--- src/logic/hipc_pkg.sv ---
// constants, register map and types for the halt and idle power controller
package hipc_pkg;
    localparam int          DATA_W        = 32;
    localparam int          ADDR_W        = 8;
    // register byte offsets
    localparam logic [7:0]  OFS_CTRL      = 8'h00;
    localparam logic [7:0]  OFS_CONFIG    = 8'h04;
    localparam logic [7:0]  OFS_STATUS    = 8'h08;
    localparam logic [7:0]  OFS_WAKE_EN   = 8'h0C;
    localparam logic [7:0]  OFS_WAKE_EDGE = 8'h10;
    localparam logic [7:0]  OFS_WAKE_PEND = 8'h14;
    localparam logic [7:0]  OFS_IRQ_STAT  = 8'h18;
    localparam logic [7:0]  OFS_IRQ_EN    = 8'h1C;
    localparam logic [7:0]  OFS_IRQ_CLR   = 8'h20;
    localparam logic [7:0]  OFS_WD_SVC    = 8'h24;
    // control register fields
    localparam int          CTRL_IDLE     = 6;
    localparam int          CTRL_HALT     = 7;
    // config register fields
    localparam int          CFG_TMR_IE    = 0;
    localparam int          CFG_DLY_SEL   = 1;
    localparam int          CFG_CLK_MON   = 2;
    // watchdog service register field for clock monitor enable
    localparam int          WDS_CLK_MON   = 0;
    // interrupt status bits
    localparam int          IRQ_N         = 4;
    localparam int          IRQ_TMR       = 0;
    localparam int          IRQ_WAKE      = 1;
    localparam int          IRQ_EXIT      = 2;
    localparam int          IRQ_REFUSE    = 3;
    // timing
    localparam int          OSC_DIV       = 10;
    localparam int          TMR_W         = 16;
    localparam logic [15:0] STARTUP_LOAD  = 16'h0100;
    localparam int          TOGGLE_BIT    = 12;
    localparam logic [1:0]  RESP_OKAY     = 2'b00;
    localparam logic [1:0]  RESP_SLVERR   = 2'b10;

    typedef enum logic [3:0] {
        HIPC_RUN   = 4'b0001,
        HIPC_HALT  = 4'b0010,
        HIPC_IDLE  = 4'b0100,
        HIPC_START = 4'b1000
    } hipc_state_t;
endpackage : hipc_pkg

--- src/logic/hipc_power_ctrl.sv ---
// halt and idle power controller with AXI4-Lite registers
`timescale 1ns/100ps
`default_nettype none
// How it works
// - halt flag write stops core clock, timers
// - halt inhibits watchdog; monitor drives fault low
// - halt exits on wake edge, osc pin in RC mode, reset
// - wake loads idle timer 256, then clocks
// - instruction clock is oscillator divided ten
// - RC startup delay only if select set
// - halt-disable option ignores halt flag write
// - idle flag enters idle; timer keeps running
// - state and other timers hold in low power
// - idle exits on reset, wake, timer toggle
// - timer bit twelve toggle sets pending flag
// - timer interrupt only when enable bit set
// - enabled idle exit runs timer service first
// - disabled idle exit resumes next instruction
// - idle timer sixteen-bit free down-counter
// - halt refused while wake enabled and pending
module hipc_power_ctrl
    import hipc_pkg::*;
#(
    parameter bit HALT_DISABLE = 1'b0,
    parameter bit RC_CLOCK     = 1'b0,
    parameter int WAKE_W       = 8
) (
    // clock and reset
    input  wire logic                   aclk,
    input  wire logic                   aresetn,
    // axi4-lite write address, data and response
    input  wire logic [hipc_pkg::ADDR_W-1:0] s_axi_awaddr,
    input  wire logic                   s_axi_awvalid,
    output logic                        s_axi_awready,
    input  wire logic [hipc_pkg::DATA_W-1:0] s_axi_wdata,
    input  wire logic [3:0]             s_axi_wstrb,
    input  wire logic                   s_axi_wvalid,
    output logic                        s_axi_wready,
    output logic [1:0]                  s_axi_bresp,
    output logic                        s_axi_bvalid,
    input  wire logic                   s_axi_bready,
    // axi4-lite read
    input  wire logic [hipc_pkg::ADDR_W-1:0] s_axi_araddr,
    input  wire logic                   s_axi_arvalid,
    output logic                        s_axi_arready,
    output logic [hipc_pkg::DATA_W-1:0] s_axi_rdata,
    output logic [1:0]                  s_axi_rresp,
    output logic                        s_axi_rvalid,
    input  wire logic                   s_axi_rready,
    // pins
    input  wire logic [WAKE_W-1:0]      wake_pins,
    input  wire logic                   osc_output_pin,
    input  wire logic                   reset_pin_n,
    // power outputs
    output logic                        core_clk_en,
    output logic                        osc_enable,
    output logic                        watchdog_fault_output_n,
    output logic                        watchdog_enable,
    output logic                        resume_service,
    output logic                        irq
);
    import hipc_pkg::*;

    hipc_state_t            state;
    hipc_state_t            next_state;
    logic [3:0]             div_cnt;
    logic [TMR_W-1:0]       idle_timer;
    logic                   idle_timer_pending;
    logic                   idle_timer_int_enable;
    logic                   startup_delay_select;
    logic                   clk_mon_en;
    logic                   wd_first_done;
    logic                   tmr_from_idle;
    logic [WAKE_W-1:0]      wake_enable_bits;
    logic [WAKE_W-1:0]      wake_edge_neg;
    logic [WAKE_W-1:0]      wake_pending_bits;
    logic [IRQ_N-1:0]       irq_stat;
    logic [IRQ_N-1:0]       irq_en;
    logic [2:0]             osc_s;
    logic [1:0]             rst_s;
    logic                   aw_held;
    logic                   w_held;
    logic [ADDR_W-1:0]      aw_addr;
    logic [DATA_W-1:0]      w_data;
    logic [3:0]             w_strb;

    function automatic logic is_reg(input logic [ADDR_W-1:0] a, input logic [7:0] ofs);
        return a == ofs;
    endfunction : is_reg

    // instruction clock enable, oscillator divided by ten
    wire tick = (div_cnt == 4'(OSC_DIV - 1));
    always_ff @(posedge aclk) begin
        if (!aresetn || tick) begin
            div_cnt <= '0;
        end else begin
            div_cnt <= div_cnt + 4'h1;
        end
    end

    // write channel capture
    wire wr_go   = aw_held && w_held && !s_axi_bvalid;
    wire wr_lane = w_strb[0];
    wire wr_ctrl = wr_go && wr_lane && is_reg(aw_addr, OFS_CTRL);
    wire wr_cfg  = wr_go && wr_lane && is_reg(aw_addr, OFS_CONFIG);
    wire wr_wen  = wr_go && wr_lane && is_reg(aw_addr, OFS_WAKE_EN);
    wire wr_wedg = wr_go && wr_lane && is_reg(aw_addr, OFS_WAKE_EDGE);
    wire wr_wpnd = wr_go && wr_lane && is_reg(aw_addr, OFS_WAKE_PEND);
    wire wr_ien  = wr_go && wr_lane && is_reg(aw_addr, OFS_IRQ_EN);
    wire wr_iclr = wr_go && wr_lane && is_reg(aw_addr, OFS_IRQ_CLR);
    wire wr_wds  = wr_go && wr_lane && is_reg(aw_addr, OFS_WD_SVC);
    wire wr_hit  = is_reg(aw_addr, OFS_CTRL) || is_reg(aw_addr, OFS_CONFIG)
                || is_reg(aw_addr, OFS_WAKE_EN) || is_reg(aw_addr, OFS_WAKE_EDGE)
                || is_reg(aw_addr, OFS_WAKE_PEND) || is_reg(aw_addr, OFS_IRQ_EN)
                || is_reg(aw_addr, OFS_IRQ_CLR) || is_reg(aw_addr, OFS_WD_SVC);

    always_ff @(posedge aclk) begin
        if (!aresetn) begin
            aw_held      <= 1'b0;
            w_held       <= 1'b0;
            aw_addr      <= '0;
            w_data       <= '0;
            w_strb       <= '0;
            s_axi_bvalid <= 1'b0;
            s_axi_bresp  <= RESP_OKAY;
        end else begin
            if (s_axi_awvalid && s_axi_awready) begin
                aw_held <= 1'b1;
                aw_addr <= s_axi_awaddr;
            end
            if (s_axi_wvalid && s_axi_wready) begin
                w_held <= 1'b1;
                w_data <= s_axi_wdata;
                w_strb <= s_axi_wstrb;
            end
            if (wr_go) begin
                aw_held      <= 1'b0;
                w_held       <= 1'b0;
                s_axi_bvalid <= 1'b1;
                s_axi_bresp  <= wr_hit ? RESP_OKAY : RESP_SLVERR;
            end else if (s_axi_bready) begin
                s_axi_bvalid <= 1'b0;
            end
        end
    end
    assign s_axi_awready = !aw_held && !s_axi_bvalid;
    assign s_axi_wready  = !w_held && !s_axi_bvalid;

    // synchronised pins
    always_ff @(posedge aclk) begin
        if (!aresetn) begin
            osc_s <= '0;
            rst_s <= 2'b11;
        end else begin
            osc_s <= {osc_s[1:0], osc_output_pin};
            rst_s <= {rst_s[0], reset_pin_n};
        end
    end
    wire osc_rise = osc_s[1] && !osc_s[2] && RC_CLOCK;
    wire pin_rst  = !rst_s[1];

    // wakeup port
    wire [WAKE_W-1:0] wk_clr = wr_wpnd ? ~w_data[WAKE_W-1:0] : '0;
    hipc_wake_detect #(.WIDTH(WAKE_W)) u_wake (
        .aclk      (aclk),
        .aresetn   (aresetn && !pin_rst),
        .wake_pins (wake_pins),
        .edge_neg  (wake_edge_neg),
        .clr_mask  (wk_clr),
        .set_mask  ('0),
        .pend      (wake_pending_bits)
    );
    wire wake_hit    = |(wake_enable_bits & wake_pending_bits);
    wire halt_req    = wr_ctrl && w_data[CTRL_HALT] && (state == HIPC_RUN);
    wire halt_refuse = halt_req && (HALT_DISABLE || wake_hit);
    wire halt_go     = halt_req && !halt_refuse;
    wire idle_go     = wr_ctrl && w_data[CTRL_IDLE] && (state == HIPC_RUN)
                       && !halt_go && !halt_refuse;

    // idle timer, free running except in halt
    wire tmr_run    = tick && (state != HIPC_HALT);
    wire [TMR_W-1:0] tmr_dec = idle_timer - 16'h0001;
    wire tmr_toggle = tmr_run && (tmr_dec[TOGGLE_BIT] != idle_timer[TOGGLE_BIT]);
    wire start_done = (state == HIPC_START) && tmr_run && (idle_timer == '0);
    wire use_delay  = !RC_CLOCK || startup_delay_select;
    wire halt_wake  = (state == HIPC_HALT) && (wake_hit || osc_rise);
    wire idle_wake  = (state == HIPC_IDLE) && (wake_hit || tmr_toggle);

    always_comb begin
        next_state = state;
        case (state)
            HIPC_RUN: begin
                if (halt_go) begin
                    next_state = HIPC_HALT;
                end else if (idle_go) begin
                    next_state = HIPC_IDLE;
                end
            end
            HIPC_HALT: begin
                if (halt_wake) begin
                    next_state = use_delay ? HIPC_START : HIPC_RUN;
                end
            end
            HIPC_IDLE: begin
                if (idle_wake) begin
                    next_state = HIPC_RUN;
                end
            end
            HIPC_START: begin
                if (start_done) begin
                    next_state = HIPC_RUN;
                end
            end
            default: next_state = HIPC_RUN;
        endcase
    end

    always_ff @(posedge aclk) begin
        if (!aresetn || pin_rst) begin
            state      <= HIPC_RUN;
            idle_timer <= '0;
        end else begin
            state <= next_state;
            if (halt_wake && use_delay) begin
                idle_timer <= STARTUP_LOAD;
            end else if (tmr_run) begin
                idle_timer <= tmr_dec;
            end
        end
    end

    // configuration, flags and watchdog service
    always_ff @(posedge aclk) begin
        if (!aresetn || pin_rst) begin
            idle_timer_pending    <= 1'b0;
            idle_timer_int_enable <= 1'b0;
            startup_delay_select  <= 1'b0;
            clk_mon_en            <= 1'b1;
            wd_first_done         <= 1'b0;
            wake_enable_bits      <= '0;
            wake_edge_neg         <= '0;
            irq_en                <= '0;
            tmr_from_idle         <= 1'b0;
        end else begin
            if (wr_cfg) begin
                idle_timer_int_enable <= w_data[CFG_TMR_IE];
                startup_delay_select  <= w_data[CFG_DLY_SEL];
                idle_timer_pending    <= w_data[CFG_TMR_IE + 3];
            end
            if (tmr_toggle) begin
                idle_timer_pending <= 1'b1;
            end
            // first service write may turn the clock monitor off
            if (wr_wds) begin
                wd_first_done <= 1'b1;
                if (!wd_first_done) begin
                    clk_mon_en <= w_data[WDS_CLK_MON];
                end
            end
            if (wr_wen) begin
                wake_enable_bits <= w_data[WAKE_W-1:0];
            end
            if (wr_wedg) begin
                wake_edge_neg <= w_data[WAKE_W-1:0];
            end
            if (wr_ien) begin
                irq_en <= w_data[IRQ_N-1:0];
            end
            if (idle_wake) begin
                tmr_from_idle <= tmr_toggle && idle_timer_int_enable;
            end else if (state == HIPC_RUN && wr_cfg) begin
                tmr_from_idle <= 1'b0;
            end
        end
    end

    // sticky event status, set wins over clear
    wire [IRQ_N-1:0] ev;
    assign ev[IRQ_TMR]    = tmr_toggle && idle_timer_int_enable;
    assign ev[IRQ_WAKE]   = halt_wake || (idle_wake && wake_hit);
    assign ev[IRQ_EXIT]   = (next_state == HIPC_RUN) && (state != HIPC_RUN);
    assign ev[IRQ_REFUSE] = halt_refuse;
    wire [IRQ_N-1:0] iclr = wr_iclr ? w_data[IRQ_N-1:0] : '0;
    always_ff @(posedge aclk) begin
        if (!aresetn) begin
            irq_stat <= '0;
            irq      <= 1'b0;
        end else begin
            irq_stat <= (irq_stat & ~iclr) | ev;
            irq      <= |(((irq_stat & ~iclr) | ev) & irq_en);
        end
    end

    // power outputs
    always_ff @(posedge aclk) begin
        if (!aresetn) begin
            core_clk_en             <= 1'b1;
            osc_enable              <= 1'b1;
            watchdog_fault_output_n <= 1'b1;
            watchdog_enable         <= 1'b1;
            resume_service          <= 1'b0;
        end else begin
            core_clk_en    <= (next_state == HIPC_RUN);
            osc_enable     <= (next_state != HIPC_HALT);
            watchdog_enable <= (next_state != HIPC_HALT);
            watchdog_fault_output_n <= !((next_state == HIPC_HALT) && clk_mon_en);
            resume_service <= idle_wake && tmr_toggle && idle_timer_int_enable;
        end
    end

    // read channel
    wire [ADDR_W-1:0] ra = s_axi_araddr;
    wire rd_ok = is_reg(ra, OFS_CTRL) || is_reg(ra, OFS_CONFIG) || is_reg(ra, OFS_STATUS)
              || is_reg(ra, OFS_WAKE_EN) || is_reg(ra, OFS_WAKE_EDGE)
              || is_reg(ra, OFS_WAKE_PEND) || is_reg(ra, OFS_IRQ_STAT)
              || is_reg(ra, OFS_IRQ_EN) || is_reg(ra, OFS_IRQ_CLR) || is_reg(ra, OFS_WD_SVC);
    wire [DATA_W-1:0] rd_val =
        is_reg(ra, OFS_CONFIG)    ? DATA_W'({clk_mon_en, startup_delay_select,
                                             idle_timer_int_enable}) :
        is_reg(ra, OFS_STATUS)    ? DATA_W'({tmr_from_idle, idle_timer_pending, state}) :
        is_reg(ra, OFS_WAKE_EN)   ? DATA_W'(wake_enable_bits) :
        is_reg(ra, OFS_WAKE_EDGE) ? DATA_W'(wake_edge_neg) :
        is_reg(ra, OFS_WAKE_PEND) ? DATA_W'(wake_pending_bits) :
        is_reg(ra, OFS_IRQ_STAT)  ? DATA_W'(irq_stat) :
        is_reg(ra, OFS_IRQ_EN)    ? DATA_W'(irq_en) : '0;
    always_ff @(posedge aclk) begin
        if (!aresetn) begin
            s_axi_rvalid <= 1'b0;
            s_axi_rdata  <= '0;
            s_axi_rresp  <= RESP_OKAY;
        end else if (s_axi_arvalid && s_axi_arready) begin
            s_axi_rvalid <= 1'b1;
            s_axi_rdata  <= rd_val;
            s_axi_rresp  <= rd_ok ? RESP_OKAY : RESP_SLVERR;
        end else if (s_axi_rready) begin
            s_axi_rvalid <= 1'b0;
        end
    end
    assign s_axi_arready = !s_axi_rvalid;
endmodule : hipc_power_ctrl
`default_nettype wire

--- src/logic/hipc_wake_detect.sv ---
// edge detector for the wakeup port with pending latch
`timescale 1ns/100ps
`default_nettype none
module hipc_wake_detect #(
    parameter int WIDTH = 8
) (
    // clock and reset
    input  wire logic             aclk,
    input  wire logic             aresetn,
    // pins and control
    input  wire logic [WIDTH-1:0] wake_pins,
    input  wire logic [WIDTH-1:0] edge_neg,
    input  wire logic [WIDTH-1:0] clr_mask,
    input  wire logic [WIDTH-1:0] set_mask,
    // pending flags
    output logic      [WIDTH-1:0] pend
);
    logic [WIDTH-1:0] sync1;
    logic [WIDTH-1:0] sync2;
    logic [WIDTH-1:0] prev;
    wire  [WIDTH-1:0] rise = sync2 & ~prev;
    wire  [WIDTH-1:0] fall = ~sync2 & prev;
    wire  [WIDTH-1:0] hit  = (edge_neg & fall) | (~edge_neg & rise);

    always_ff @(posedge aclk) begin
        if (!aresetn) begin
            sync1 <= '0;
            sync2 <= '0;
            prev  <= '0;
            pend  <= '0;
        end else begin
            sync1 <= wake_pins;
            sync2 <= sync1;
            prev  <= sync2;
            // a new edge wins over a clear
            pend  <= ((pend & ~clr_mask) | set_mask) | hit;
        end
    end
endmodule : hipc_wake_detect
`default_nettype wire

--- config.mk ---
export PLATFORM = sky130hd
export DESIGN_NAME = hipc_power_ctrl
export DESIGN_NICKNAME = d
export VERILOG_FILES = /design/src/logic/hipc_pkg.sv /design/src/logic/hipc_power_ctrl.sv /design/src/logic/hipc_wake_detect.sv
export SDC_FILE = /design/constraint.sdc
export NUM_CORES = 1
export LEC_CHECK = 0
export BUFFER_PORTS_ARGS = -buffer_cell sky130_fd_sc_hd__buf_2
export CAP_MARGIN = 5
export CELL_PAD_IN_SITES_DETAIL_PLACEMENT = 0
export CELL_PAD_IN_SITES_GLOBAL_PLACEMENT = 2
export CORE_MARGIN = 5
export CORE_UTILIZATION = 35
export DETAILED_ROUTE_END_ITERATION = 6
export HOLD_SLACK_MARGIN = 0.06
export PLACE_DENSITY = 0.91
export SYNTH_ARGS = -nofsm -noshare
export SYNTH_HDL_FRONTEND = slang
export SYNTH_SLANG_ARGS = --single-unit
--- constraint.sdc ---
create_clock -name aclk -period 3.7 [get_ports aclk]
set_input_delay 0.37 -clock aclk [delete_from_list [all_inputs] [get_ports aclk]]
set_output_delay 0.37 -clock aclk [all_outputs]
set_load 0.02 [all_outputs]
==> flow_summary.ini <==
[placed_design]
dp_hpwl_um = 9768
place.gp.congestion = 0.8955
portBuffers = 61
place_ws_ns = 1.304

[power]
total_leakage_power_nw = 2.628
power_mw = 3.280
p_per_area_nw_per_um2 = 516.5
ir_drop_v = 0.0003891

[outcome]
status = complete, no violations

[setup_path]
critPathLaunchType = flip-flop
reg2reg_from = aw_addr[2]
r2r-end = u_wake.pend[4]
setup.worst_path.start = aw_addr[2]
critPathRequiredTime_ns = 3.97
endpoint_kind = flip-flop
r2r_cells = 5
arrival_ns = 2.64
setup.worst_path.class = flip-flop to flip-flop
cp_max_fo = 8
reg2reg_slack_ns = 1.33
endpoint = u_wake.pend[4]

[cts]
cts_tree = built
cts_max_path_buffers = 2
clk_pin_slew_ns = 0.05
htreeDepth = 4
cts_hold_buffers = 0
clock_latency_ns = 0.41
cts_resized = 0
cts_buffers = 17
cts_setup_buffers = 0
cts.sinks = 124
root_buffer = clkbuf_16

[drt]
drc = 0
dr.pass1.iters = 5
routed_wl_um = 13310
avgViaCountPerCell = 5.152
drt-initial-drc-count = 282
wl_per_cell_um = 15.24
antenna_left = 0
via_count = 4498

[yosys]
synth_flop_cell = dfxtp_1
yosysTopAreaCell = dfxtp_1
synth_top_area_share_pct = 45.99
synthSimpleGateAreaFrac_pct = 24.71
ys_seq_area_share_pct = 45.99
synth-xor-area-share_pct = 2.596
synth_area_um2 = 5398
synth_cell_types = 61
synth_compound_area_share_pct = 12.70
synthArstFlopShare_pct = 0
yosysWarnings = 0
synth_top_family_by_area = simple AND/OR/NAND/NOR gates
netlist_instances = 619
syn_avg_cell_area_um2 = 8.720
synth-edff-count = 0
synthMuxAreaShare_pct = 6.606
synth_fa_ha_area_share_pct = 0.6954
synth_area_leaders = dfxtp_1 (46%), nor2_1 (6.3%), mux2i_1 (5.6%), a21oi_1 (5.2%), nand2_1 (3.9%)
synth_seq_cells = 124

[floorplanning]
coreArea_um2 = 15150
dieWidth_um = 134.2
rows = 45
die_h_um = 134.2
die_area_um2 = 18010
io_pins = 116
start_util_pct = 35.64

[finish]
final_nets = 745
seq_area_um2 = 2482
multi_input_area_um2 = 2651
mostFrequentLayoutCell = dfxtp_1
fillers = 1531
drive_gt1_share_pct = 16.64
diodes = 0
mostFrequentLayoutCells = dfxtp_1 (124), nor2_1 (90), buf_2 (61)
area_growth_pct = 17.66

[sta]
max-slew-margin-rel_pct = 42.43
slew_viol_final = 0
timing.fmax_mhz = 422.6
setup_tns_ns = 0
min_period_ns = 2.366
worst_slew_pin_slew_ns = 0.8556
rsz0062_at_grt = false
setup_viol = 0
layout_setup_ws_ns = 1.334
final.setup_skew_ns = 0.01233
period_share_pct = 63.95
hold_viol = 0

[min_path]
hp-class = primary input to flip-flop

[grt]
track_usage_pct = 14.93
grt_max_degree = 38
grt_pass1_wl_um = 21380
grt_pass1_vias = 4247
gr-total-overflow = 0
antenna_found_initial = 0

[flow_run]
maxCapViolations = 0
-- cell usage after synthesis (2+ instances only) --
library cell,number
a2111oi_0,2
a211oi_1,2
a21o_1,2
a21oi_1,56
a221oi_1,3
a22oi_1,8
a31oi_1,3
a32oi_1,3
and2_1,3
and3_1,27
buf_2,3
buf_4,27
clkbuf_1,24
dfxtp_1,124
ha_1,3
inv_1,12
mux2_2,3
mux2i_1,30
nand2_1,56
nand2b_1,4
nand3_1,24
nand3b_1,6
nand4_1,5
nor2_1,90
nor2b_1,7
nor3_1,11
nor4_1,6
nor4_4,2
nor4b_1,3
o2111ai_1,2
o21ai_0,21
o221ai_1,2
o31ai_1,3
xnor2_1,10
xor2_1,6
-- registers in the layout, summed over array words and instances, names as in the netlist, 2 cells and up --
signal	flops
aw_addr	8
wake_edge_neg	8
u_wake.sync2	8
state	4
w_data	8
irq_en	4
idle_timer	16
s_axi_rdata	8
rst_s	2
wake_enable_bits	8
irq_stat	4
u_wake.pend	8
u_wake.sync1	8
u_wake.prev	8
div_cnt	4
-- final cells by class --
cell class,instances,area share [%]
Multi-Input combinational cell,453,41.75
Clock inverter,10,2.226
Inverter,12,0.7092
Timing Repair Buffer,65,5.280
Sequential cell,124,39.09
Tap cell,188,3.704
Clock buffer,21,7.250
-- metal layers --
layer | global-route usage (%) | up-vias | wire length (um)
li1 | - | 2227 | -
met1 | 19.24 | 2103 | 6043
met2 | 23.46 | 152 | 6115
met3 | 4.914 | 16 | 856
met4 | 5.317 | 0 | 291
met5 | 0 | - | 0
-- stage by stage --
| stage | hold slack [ns] | cell area, um^2 | cells | util (%) |
|---|---|---|---|---|
| global route | 0.1424 | 6351 | 873 | 41.93 |
| floorplan | 0.3770 | 5492 | 644 | - |
| global placement | 0.3894 | 5749 | 842 | 37.96 |
| detailed placement | 0.4019 | 5749 | 842 | 37.96 |
| finish | 0.1578 | 6351 | 873 | 41.93 |
| CTS | 0.1390 | 6351 | 873 | 41.93 |
-- power by group --
part	internal [mW]	switching, mW	total, mW
clock	1.09	0.575	1.67
sequential	1.37	0.0400	1.41
combinational	0.0700	0.132	0.202
total	2.53	0.747	3.28
-- kinds of logic after synthesis --
logic type                 count (synthesis)
AOI/OAI and AO/OA                        114
xor gates and xnor gates                  16
adders and majority gates                  3
buffers and inverters                     67
DFF                                      124
muxes                                     34
other                                      1
and+or+nand+nor                          260
-- worst min-delay path by stage --
stage | startpoint | end | cells after the start
CTS | reset_pin_n | rst_s[0] | 2
global placement | rst_s[0] | rst_s[1] | 1
global route | reset_pin_n | rst_s[0] | 2
detailed placement | rst_s[0] | rst_s[1] | 1
finish | reset_pin_n | rst_s[0] | 2
floorplan | clk_mon_en | watchdog_fault_output_n | 1
-- critical path, cell delays in order (launching register included) --
cell and delay (ns):
dfxtp_1 0.43, inv_1 0.10, nor4_1 0.72, nand4_1 0.55, o21ai_0 0.33, a21oi_1 0.10
Note: power is estimated with default switching activity, not from simulation.
